File: config.mk
export PLATFORM = sky130hd
export DESIGN_NAME = mdl_top
export DESIGN_NICKNAME = d
export VERILOG_FILES = /design/src/mdl_pkg.sv /design/src/mdl_src_mux.sv /design/src/mdl_sync2.sv /design/src/mdl_top.sv
export SDC_FILE = /design/constraint.sdc
export NUM_CORES = 1
export LEC_CHECK = 0
export BUFFER_PORTS_ARGS = -buffer_cell sky130_fd_sc_hd__buf_2
export CAP_MARGIN = 20
export CORE_ASPECT_RATIO = 1.5
export CORE_MARGIN = 2
export CORE_UTILIZATION = 30
export DETAILED_ROUTE_END_ITERATION = 10
export PLACE_DENSITY = 0.64
export SLEW_MARGIN = 20
export SYNTH_ARGS = -nofsm -noshare
export SYNTH_HDL_FRONTEND = slang
export SYNTH_SLANG_ARGS = --single-unit
File: constraint.sdc
create_clock -name core_clk -period 4.15 [get_ports core_clk]
set_clock_uncertainty 0.2 [all_clocks]
set_input_delay 0.83 -clock core_clk [delete_from_list [all_inputs] [get_ports core_clk]]
set_output_delay 0.83 -clock core_clk [all_outputs]
set_load 0.05 [all_outputs]
File: src/mdl_pkg.sv
// package: register map, field positions, source codes and shared types of the modulator
// assumes: one core_clk domain, apb register access with byte addresses
package mdl_pkg;

  // ****************************************************************
  // register offsets
  // ****************************************************************
  localparam logic [7:0] OFF_CTRL0 = 8'h00;
  localparam logic [7:0] OFF_CTRL1 = 8'h04;
  localparam logic [7:0] OFF_SRC   = 8'h08;
  localparam logic [7:0] OFF_CARRIER_HIGH_SIGNAL  = 8'h0C;
  localparam logic [7:0] OFF_CARRIER_LOW_SIGNAL  = 8'h10;
  localparam logic [7:0] OFF_ROUTE = 8'h14;

  // ****************************************************************
  // field positions
  // ****************************************************************
  localparam int EN_BIT     = 7;
  localparam int OUT_BIT    = 5;
  localparam int OUTPUT_INVERT_BIT   = 4;
  localparam int SWBIT_BIT  = 0;
  localparam int HIGH_CARRIER_INVERT_BIT  = 5;
  localparam int HIGH_CARRIER_SYNC_ENABLE_BIT = 4;
  localparam int LOW_CARRIER_INVERT_BIT  = 1;
  localparam int LOW_CARRIER_SYNC_ENABLE_BIT = 0;
  localparam int ROUTE_BIT  = 0;
  localparam int SEL_W      = 5;
  localparam int PERIPH_N   = 8;

  // ****************************************************************
  // source codes and reset values
  // ****************************************************************
  localparam logic [4:0] SRC_VSS    = 5'h00;
  localparam logic [4:0] SRC_SWBIT  = 5'h01;
  localparam logic [4:0] SRC_PIN    = 5'h02;
  localparam logic [4:0] SRC_PERIPH = 5'h08;
  localparam logic [4:0] SEL_RST    = 5'h00;
  localparam logic       BIT_RST    = 1'b0;
  localparam logic [31:0] DATA_RST  = 32'h0000_0000;

  typedef struct packed {
    logic       en;
    logic       output_invert;
    logic       swbit;
    logic       high_carrier_invert;
    logic       high_carrier_sync_enable;
    logic       low_carrier_invert;
    logic       low_carrier_sync_enable;
    logic [4:0] ms;
    logic [4:0] ch;
    logic [4:0] cl;
    logic       route;
  } mdl_cfg_t;

  typedef struct packed {
    logic modulator_signal;
    logic carrier_high_signal;
    logic carrier_low_signal;
  } mdl_sig_t;

  typedef enum logic [1:0] {
    MDL_USE_LOW  = 2'b00,
    MDL_USE_HIGH = 2'b01
  } mdl_sel_t;

endpackage

File: src/mdl_src_mux.sv
// source selector for one modulator or carrier input
// assumes: peripheral inputs are on core_clk, pin input already synchronised
`timescale 1ns/10ps
module mdl_src_mux
(
  input  wire logic [4:0] code,
  input  wire logic       swbit,
  input  wire logic       pin,
  input  wire logic [7:0] periph,
  output      logic       sel
);

  // unknown codes read as ground so a bad setting stays quiet
  always_comb
  begin
    sel = 1'b0;
    if (code == mdl_pkg::SRC_SWBIT)
    begin
      sel = swbit;
    end
    else if (code == mdl_pkg::SRC_PIN)
    begin
      sel = pin;
    end
    else if (code[4:3] == mdl_pkg::SRC_PERIPH[4:3])
    begin
      sel = periph[code[2:0]];
    end
  end

endmodule // mdl_src_mux

File: src/mdl_sync2.sv
// two flip-flop synchroniser for the pin inputs
// assumes: inputs are asynchronous to core_clk
`timescale 1ns/10ps
module mdl_sync2
(
  input  wire logic            core_clk,
  input  wire logic            rst,
  input  wire mdl_pkg::mdl_sig_t din,
  output      mdl_pkg::mdl_sig_t dout
);

  mdl_pkg::mdl_sig_t meta;
  mdl_pkg::mdl_sig_t next_meta;
  mdl_pkg::mdl_sig_t next_dout;

  always_comb
  begin
    next_meta = din;
    next_dout = meta;
  end

  // first stage feeds only the second
  always_ff @(posedge core_clk)
  begin
    if (rst)
    begin
      meta <= '0;
      dout <= '0;
    end
    else
    begin
      meta <= next_meta;
      dout <= next_dout;
    end
  end

endmodule // mdl_sync2

File: src/mdl_top.sv
// modulator core: apb registers, source selection, carrier sync and output mixing
// assumes: apb master on core_clk, pins asynchronous, peripheral sources on core_clk
// Notes on behaviour
// - output is the modulator mixed with the selected carrier, sent toward the pin
// - modulator high selects the high carrier
// - modulator low selects the low carrier
// - mixing runs only while software holds the enable bit set
// - while disabled both carriers are forced to ground
// - while disabled the modulator comes from the software bit
// - disabling keeps the stored source selections untouched
// - re-enabling applies the stored source selections again
// - each source is a peripheral output, an input pin, the software bit or ground
// - a routing bit lets the output drive the pin
// - unrouted output still keeps mixing internally
// - sync bits delay a carrier switch until the old carrier falls
// - separate bits invert the high and low carrier inputs
// - output invert bit makes the output idle high
// - reset disables the block and restores register defaults
//
// Register access over APB and the register offsets were chosen for this implementation.
`timescale 1ns/10ps
module mdl_top
(
  input  wire logic        core_clk,
  input  wire logic        rst,
  input  wire logic        psel,
  input  wire logic        penable,
  input  wire logic        pwrite,
  input  wire logic [7:0]  paddr,
  input  wire logic [31:0] pwdata,
  output      logic [31:0] prdata,
  output      logic        pready,
  output      logic        pslverr,
  input  wire logic        mod_pin,
  input  wire logic        carrier_high_signal_pin,
  input  wire logic        carrier_low_signal_pin,
  input  wire logic [7:0]  periph_in,
  output      logic        modulated_output_pin,
  output      logic        modulated_output_pin_oe
);

  // ****************************************************************
  // configuration registers
  // ****************************************************************
  mdl_pkg::mdl_cfg_t cfg;
  mdl_pkg::mdl_cfg_t next_cfg;
  logic              wr_en;

  localparam logic BIT_RST_C = mdl_pkg::BIT_RST;

  assign wr_en = psel & penable & pready & pwrite;

  always_comb
  begin
    next_cfg = cfg;
    if (wr_en)
    begin
      case (paddr)
        mdl_pkg::OFF_CTRL0:
        begin
          next_cfg.en    = pwdata[mdl_pkg::EN_BIT];
          next_cfg.output_invert  = pwdata[mdl_pkg::OUTPUT_INVERT_BIT];
          next_cfg.swbit = pwdata[mdl_pkg::SWBIT_BIT];
        end
        mdl_pkg::OFF_CTRL1:
        begin
          next_cfg.high_carrier_invert  = pwdata[mdl_pkg::HIGH_CARRIER_INVERT_BIT];
          next_cfg.high_carrier_sync_enable = pwdata[mdl_pkg::HIGH_CARRIER_SYNC_ENABLE_BIT];
          next_cfg.low_carrier_invert  = pwdata[mdl_pkg::LOW_CARRIER_INVERT_BIT];
          next_cfg.low_carrier_sync_enable = pwdata[mdl_pkg::LOW_CARRIER_SYNC_ENABLE_BIT];
        end
        mdl_pkg::OFF_SRC:
        begin
          next_cfg.ms = pwdata[mdl_pkg::SEL_W-1:0];
        end
        mdl_pkg::OFF_CARRIER_HIGH_SIGNAL:
        begin
          next_cfg.ch = pwdata[mdl_pkg::SEL_W-1:0];
        end
        mdl_pkg::OFF_CARRIER_LOW_SIGNAL:
        begin
          next_cfg.cl = pwdata[mdl_pkg::SEL_W-1:0];
        end
        mdl_pkg::OFF_ROUTE:
        begin
          next_cfg.route = pwdata[mdl_pkg::ROUTE_BIT];
        end
        default:
        begin
          next_cfg = cfg;
        end
      endcase
    end
  end

  always_ff @(posedge core_clk)
  begin
    if (rst)
    begin
      cfg.en     <= BIT_RST_C;
      cfg.output_invert   <= BIT_RST_C;
      cfg.swbit  <= BIT_RST_C;
      cfg.high_carrier_invert  <= BIT_RST_C;
      cfg.high_carrier_sync_enable <= BIT_RST_C;
      cfg.low_carrier_invert  <= BIT_RST_C;
      cfg.low_carrier_sync_enable <= BIT_RST_C;
      cfg.ms     <= mdl_pkg::SEL_RST;
      cfg.ch     <= mdl_pkg::SEL_RST;
      cfg.cl     <= mdl_pkg::SEL_RST;
      cfg.route  <= BIT_RST_C;
    end
    else
    begin
      cfg <= next_cfg;
    end
  end

  // ****************************************************************
  // apb slave
  // ****************************************************************
  // no wait states: data is set up in the setup cycle, answer comes on the first access edge
  logic [31:0] next_prdata;
  logic        next_pready;
  logic        next_pslverr;
  logic        setup;

  assign setup = psel & ~penable;

  always_comb
  begin
    next_pready  = setup;
    next_pslverr = 1'b0;
    next_prdata  = mdl_pkg::DATA_RST;
    if (setup)
    begin
      case (paddr)
        mdl_pkg::OFF_CTRL0:
        begin
          next_prdata[mdl_pkg::EN_BIT]    = cfg.en;
          next_prdata[mdl_pkg::OUT_BIT]   = modulated_output_pin;
          next_prdata[mdl_pkg::OUTPUT_INVERT_BIT]  = cfg.output_invert;
          next_prdata[mdl_pkg::SWBIT_BIT] = cfg.swbit;
        end
        mdl_pkg::OFF_CTRL1:
        begin
          next_prdata[mdl_pkg::HIGH_CARRIER_INVERT_BIT]  = cfg.high_carrier_invert;
          next_prdata[mdl_pkg::HIGH_CARRIER_SYNC_ENABLE_BIT] = cfg.high_carrier_sync_enable;
          next_prdata[mdl_pkg::LOW_CARRIER_INVERT_BIT]  = cfg.low_carrier_invert;
          next_prdata[mdl_pkg::LOW_CARRIER_SYNC_ENABLE_BIT] = cfg.low_carrier_sync_enable;
        end
        mdl_pkg::OFF_SRC:
        begin
          next_prdata[mdl_pkg::SEL_W-1:0] = cfg.ms;
        end
        mdl_pkg::OFF_CARRIER_HIGH_SIGNAL:
        begin
          next_prdata[mdl_pkg::SEL_W-1:0] = cfg.ch;
        end
        mdl_pkg::OFF_CARRIER_LOW_SIGNAL:
        begin
          next_prdata[mdl_pkg::SEL_W-1:0] = cfg.cl;
        end
        mdl_pkg::OFF_ROUTE:
        begin
          next_prdata[mdl_pkg::ROUTE_BIT] = cfg.route;
        end
        default:
        begin
          next_pslverr = 1'b1;
        end
      endcase
    end
  end

  always_ff @(posedge core_clk)
  begin
    if (rst)
    begin
      prdata  <= mdl_pkg::DATA_RST;
      pready  <= 1'b0;
      pslverr <= 1'b0;
    end
    else
    begin
      prdata  <= next_prdata;
      pready  <= next_pready;
      pslverr <= next_pslverr;
    end
  end

  // ****************************************************************
  // source selection
  // ****************************************************************
  mdl_pkg::mdl_sig_t pin_raw;
  mdl_pkg::mdl_sig_t pin_sync;
  logic [4:0]        eff_ms;
  logic [4:0]        eff_ch;
  logic [4:0]        eff_cl;
  logic              mod_lvl;
  logic              carrier_high_signal_raw;
  logic              carrier_low_signal_raw;

  assign pin_raw.modulator_signal  = mod_pin;
  assign pin_raw.carrier_high_signal = carrier_high_signal_pin;
  assign pin_raw.carrier_low_signal = carrier_low_signal_pin;

  mdl_sync2 u_sync
  (
    .core_clk (core_clk),
    .rst      (rst),
    .din      (pin_raw),
    .dout     (pin_sync)
  );

  // stored codes are only masked here, never overwritten, so re-enable restores them
  assign eff_ms = cfg.en ? cfg.ms : mdl_pkg::SRC_SWBIT;
  assign eff_ch = cfg.en ? cfg.ch : mdl_pkg::SRC_VSS;
  assign eff_cl = cfg.en ? cfg.cl : mdl_pkg::SRC_VSS;

  mdl_src_mux u_mod_mux
  (
    .code   (eff_ms),
    .swbit  (cfg.swbit),
    .pin    (pin_sync.modulator_signal),
    .periph (periph_in),
    .sel    (mod_lvl)
  );

  mdl_src_mux u_carrier_high_signal_mux
  (
    .code   (eff_ch),
    .swbit  (cfg.swbit),
    .pin    (pin_sync.carrier_high_signal),
    .periph (periph_in),
    .sel    (carrier_high_signal_raw)
  );

  mdl_src_mux u_carrier_low_signal_mux
  (
    .code   (eff_cl),
    .swbit  (cfg.swbit),
    .pin    (pin_sync.carrier_low_signal),
    .periph (periph_in),
    .sel    (carrier_low_signal_raw)
  );

  // ****************************************************************
  // carrier sync and mixing
  // ****************************************************************
  mdl_pkg::mdl_sel_t use_sel;
  mdl_pkg::mdl_sel_t next_use_sel;
  logic              carrier_high_signal_prev;
  logic              carrier_low_signal_prev;
  logic              next_carrier_high_signal_prev;
  logic              next_carrier_low_signal_prev;
  logic              carrier_high_signal_v;
  logic              carrier_low_signal_v;
  logic              carrier_high_signal_fall;
  logic              carrier_low_signal_fall;
  logic              mixed;
  logic              next_out;
  logic              next_oe;

  always_comb
  begin
    carrier_high_signal_v         = carrier_high_signal_raw ^ cfg.high_carrier_invert;
    carrier_low_signal_v         = carrier_low_signal_raw ^ cfg.low_carrier_invert;
    carrier_high_signal_fall      = carrier_high_signal_prev & ~carrier_high_signal_v;
    carrier_low_signal_fall      = carrier_low_signal_prev & ~carrier_low_signal_v;
    next_carrier_high_signal_prev = carrier_high_signal_v;
    next_carrier_low_signal_prev = carrier_low_signal_v;
    next_use_sel   = use_sel;
    // without sync a switch is immediate, which can clip a carrier pulse
    case (use_sel)
      mdl_pkg::MDL_USE_HIGH:
      begin
        if (!mod_lvl && (!cfg.high_carrier_sync_enable || carrier_high_signal_fall || !cfg.en))
        begin
          next_use_sel = mdl_pkg::MDL_USE_LOW;
        end
      end
      mdl_pkg::MDL_USE_LOW:
      begin
        if (mod_lvl && (!cfg.low_carrier_sync_enable || carrier_low_signal_fall || !cfg.en))
        begin
          next_use_sel = mdl_pkg::MDL_USE_HIGH;
        end
      end
      default:
      begin
        next_use_sel = mdl_pkg::MDL_USE_LOW;
      end
    endcase
    if (next_use_sel == mdl_pkg::MDL_USE_HIGH)
    begin
      mixed = carrier_high_signal_v;
    end
    else
    begin
      mixed = carrier_low_signal_v;
    end
    // disabled: both carriers are ground before the invert, so the pin idles at output_invert
    next_out = (mixed & cfg.en) ^ cfg.output_invert;
    next_oe  = cfg.route;
  end

  always_ff @(posedge core_clk)
  begin
    if (rst)
    begin
      use_sel                 <= mdl_pkg::MDL_USE_LOW;
      carrier_high_signal_prev               <= 1'b0;
      carrier_low_signal_prev               <= 1'b0;
      modulated_output_pin    <= 1'b0;
      modulated_output_pin_oe <= 1'b0;
    end
    else
    begin
      use_sel                 <= next_use_sel;
      carrier_high_signal_prev               <= next_carrier_high_signal_prev;
      carrier_low_signal_prev               <= next_carrier_low_signal_prev;
      modulated_output_pin    <= next_out;
      modulated_output_pin_oe <= next_oe;
    end
  end

endmodule // mdl_top

==> metrics <==
vias in the first global route around 1900; status complete, no violations; CTS resizes 0; FF+latch count, synth 44; Crit. End Element register; CP Launch Type primary input; hold path depth 1; Slowest Stage Delay on Critical Path 510 ps; Starting Density between 30% and 40%; TritonCTS buffer count 5; drt drc 0; async set-reset flop share out of synthesis 0%; Leak 1.09 nW; fin. max-slew vios 0; YS warnings 0; final global-route overflow total 0; Synth Area per Inst 8.70 um^2; CTS root buf clkbuf_16; crit path cell chain buf_2 > nor4_1 > and3_1 > nand2_1 > nor2_2 > mux2i_1 > nor2_1; post-synthesis sequential area ratio 36.3%; Final Util 34.9%; initial antenna violation count 0; Fin Hold WS 235 ps; DP HPWL between 4 and 5 mm; Vias per Instance approximately 4.9; TritonCTS Sinks 44; R2R Setup Slk between 1500 and 2000 ps; Final Instance Area 2780 um^2; core footprint 7960 um^2; Worst Setup EP cfg[15]; Crit Path Category primary input to register; area delta synth->final 14.3%; maxcap violations 0; worst r2r path cells 7; ant diodes 0; Top FF cell, synth dfxtp_1; Tcrit/Tclk final approximately 63%; CTS tree yes; die height approximately 110 um; Worst-Margin Slew ~660 ps; WL/cell 13.7 um; number of synthesized flops with an enable pin 0; Synth Cell Area around 2400 um^2; final WL slightly below 6 mm; Critical Path Fanout Max 7; Mapped Cells approximately 280; H-tree lvl count 2; first-pass GRT wire length 9.21 mm; Die Area slightly below 9000 um^2; Final setup viols 0; metal2 WL between 3 and 4 mm; post-route ant nets 0; largest net degree at the start of global routing 36; Tot GR Track Use 13.0%; met3 WL 234 um; Fin. Hold Viols 0; Worst EP arrival between 2000 and 3000 ps; worst path buffer plus inverter count 1; pwr dens 333 nW/um^2; layout cells sized above 1 21.8%; IO Count 92; I/O Buffers 41; Worst path top cell family by delay simple AND/OR/NAND/NOR gates; hold_buf cts 0; detailed-router iteration count before antenna repair 4; RSZ-0062 raised after global routing no; RePlAce Congestion 0.867; Stages on worst setup path 7; fillcell total slightly above 800; Worst EP required 4090 ps; row cnt 40; Peak VDD IR 0.162 mV; CTS Buffer Depth 2; clock slew at reported path FFs around 60 ps; DIE WIDTH approximately 77 um; uppermost layer routed met4; CP max stage cell nor4_1; FF-to-FF Start cfg[22]; Setup crit start paddr[4]; max_slew headroom between 50% and 60%; routed vias 2075; drt first-iter violations around 130; Cell variety after synth 52; setup TNS 0 ps; Fmax 383 MHz; worst min-delay path class register to register; Metal-1 WL 2.13 mm; Final min period 2610 ps; Critical R2R Capture modulated_output_pin; fin nets 371; post-CTS setup buffers 0; Clock Latency Late Sink 280 ps; DP Area 2620 um^2
==> synthesized netlist by cell type, types with 2 or more instances <==
| master | count | share of area (%) |
|---|---|---|
| dfxtp_1 | 44 | 36 |
| nand2_1 | 31 | 4.8 |
| buf_4 | 25 | 7.7 |
| a21oi_1 | 21 | 4.3 |
| nor2_1 | 20 | 3.1 |
| nand3_1 | 15 | 3.1 |
| mux2i_1 | 14 | 5.8 |
| clkbuf_1 | 10 | 1.5 |
| nor2b_1 | 10 | 2.6 |
| nand3b_1 | 7 | 2.2 |
| nor3_1 | 7 | 1.4 |
| a22oi_1 | 6 | 1.9 |
| mux2_2 | 5 | 2.3 |
| o211ai_1 | 5 | 1.5 |
| and3_1 | 4 | 1.0 |
| inv_1 | 4 | 0.62 |
| mux4_2 | 4 | 3.7 |
| nand2b_1 | 4 | 1.0 |
| a31oi_1 | 3 | 0.77 |
| and4_1 | 3 | 1.1 |
| nor3b_1 | 3 | 0.93 |
| a211o_1 | 2 | 0.72 |
| buf_2 | 2 | 0.41 |
| nor3_2 | 2 | 0.82 |
==> layer usage <==
layer,up-vias,track usage [%]
met2,62,25.7
met3,13,2.05
met5,-,0
li1,1020,-
met4,0,5.83
met1,980,13.2
==> report_power, final <==
group,internal (mW),switching (mW),total (mW)
sequential,0.426,0.000913,0.427
combinational,0.0185,0.0770,0.0956
clock,0.240,0.160,0.401
total,0.685,0.238,0.924
==> cell type report <==
cell class / count / area (um^2) / share of cell area [%]
multi-input cells: 217 / 1380 / 49.6
flip-flops and latches: 44 / 881 / 31.7
repair buffers: 43 / 220 / 7.93
clock buffers: 6 / 139 / 5.00
well taps: 105 / 131 / 4.73
inverters: 4 / 15.0 / 0.541
clock inverters: 2 / 13.8 / 0.496
==> worst register-to-register path, stage by stage (launching register included) <==
cell and delay, ps:
dfxtp_1 640, nand3b_1 300, o211ai_1 240, and4b_1 220, nor3_2 250, mux2i_1 210
mux2i_1 100, a2111oi_2 260
==> worst min path at each step <==
stage	startpoint	to	slack (ps)
global route	u_sync.meta[1]	u_sync.dout[1]	250
floorplan	u_sync.meta[0]	u_sync.dout[0]	210
global placement	u_sync.meta[2]	u_sync.dout[2]	220
CTS	u_sync.meta[0]	u_sync.dout[0]	240
finish	u_sync.meta[0]	u_sync.dout[0]	230
detailed placement	u_sync.meta[0]	u_sync.dout[0]	220
==> registers in the layout (all words and copies together), names as in the netlist <==
name	cells
carrier_high_signal_prev	1
pslverr	1
u_sync.dout	3
prdata	7
pready	1
u_sync.meta	3
modulated_output_pin_oe	1
next_oe	1
carrier_low_signal_prev	1
use_sel	2
modulated_output_pin	1
cfg	22
==> layout by cell type, fill, tap and decap left out, types with 2 or more instances in the layout <==
| cell | n |
|---|---|
| nor2_1 | 20 |
| o211ai_1 | 5 |
| conb_1 | 26 |
| a21oi_1 | 21 |
| nand2b_1 | 4 |
| nand2_1 | 31 |
| nor2b_1 | 10 |
| nor3_1 | 7 |
| and3_1 | 4 |
| inv_1 | 4 |
| mux2i_1 | 14 |
| a211o_1 | 2 |
| nand3_1 | 15 |
| a31oi_1 | 3 |
| nor3_2 | 2 |
| mux4_2 | 4 |
| mux2_2 | 5 |
| dfxtp_1 | 44 |
| and4_1 | 3 |
| nand3b_1 | 7 |
| a22oi_1 | 6 |
| buf_2 | 41 |
| buf_4 | 2 |
| clkbuf_16 | 5 |
| nor3b_1 | 3 |
==> cells by family (layout without fill, tap and decap cells) <==
logic type	Yosys count	after routing	synth area share [%]
compound gates	51	51	14.5
buf+inv	43	55	10.9
xor+xnor	1	1	0.361
mux	24	24	12.4
other cells	1	26	0.154
flops	44	44	36.3
simple gates	115	115	25.3
==> per-stage QoR <==
step	std cells	setup slack, ps	total power, mW
6_report	421	1540	0.924
5_1_grt	421	1430	0.961
4_1_cts	421	1540	0.930
3_5_place_dp	413	1260	0.532
3_3_place_gp	413	1260	0.532
2_1_floorplan	304	1630	0.525
Power figures use the tool's default switching activity.
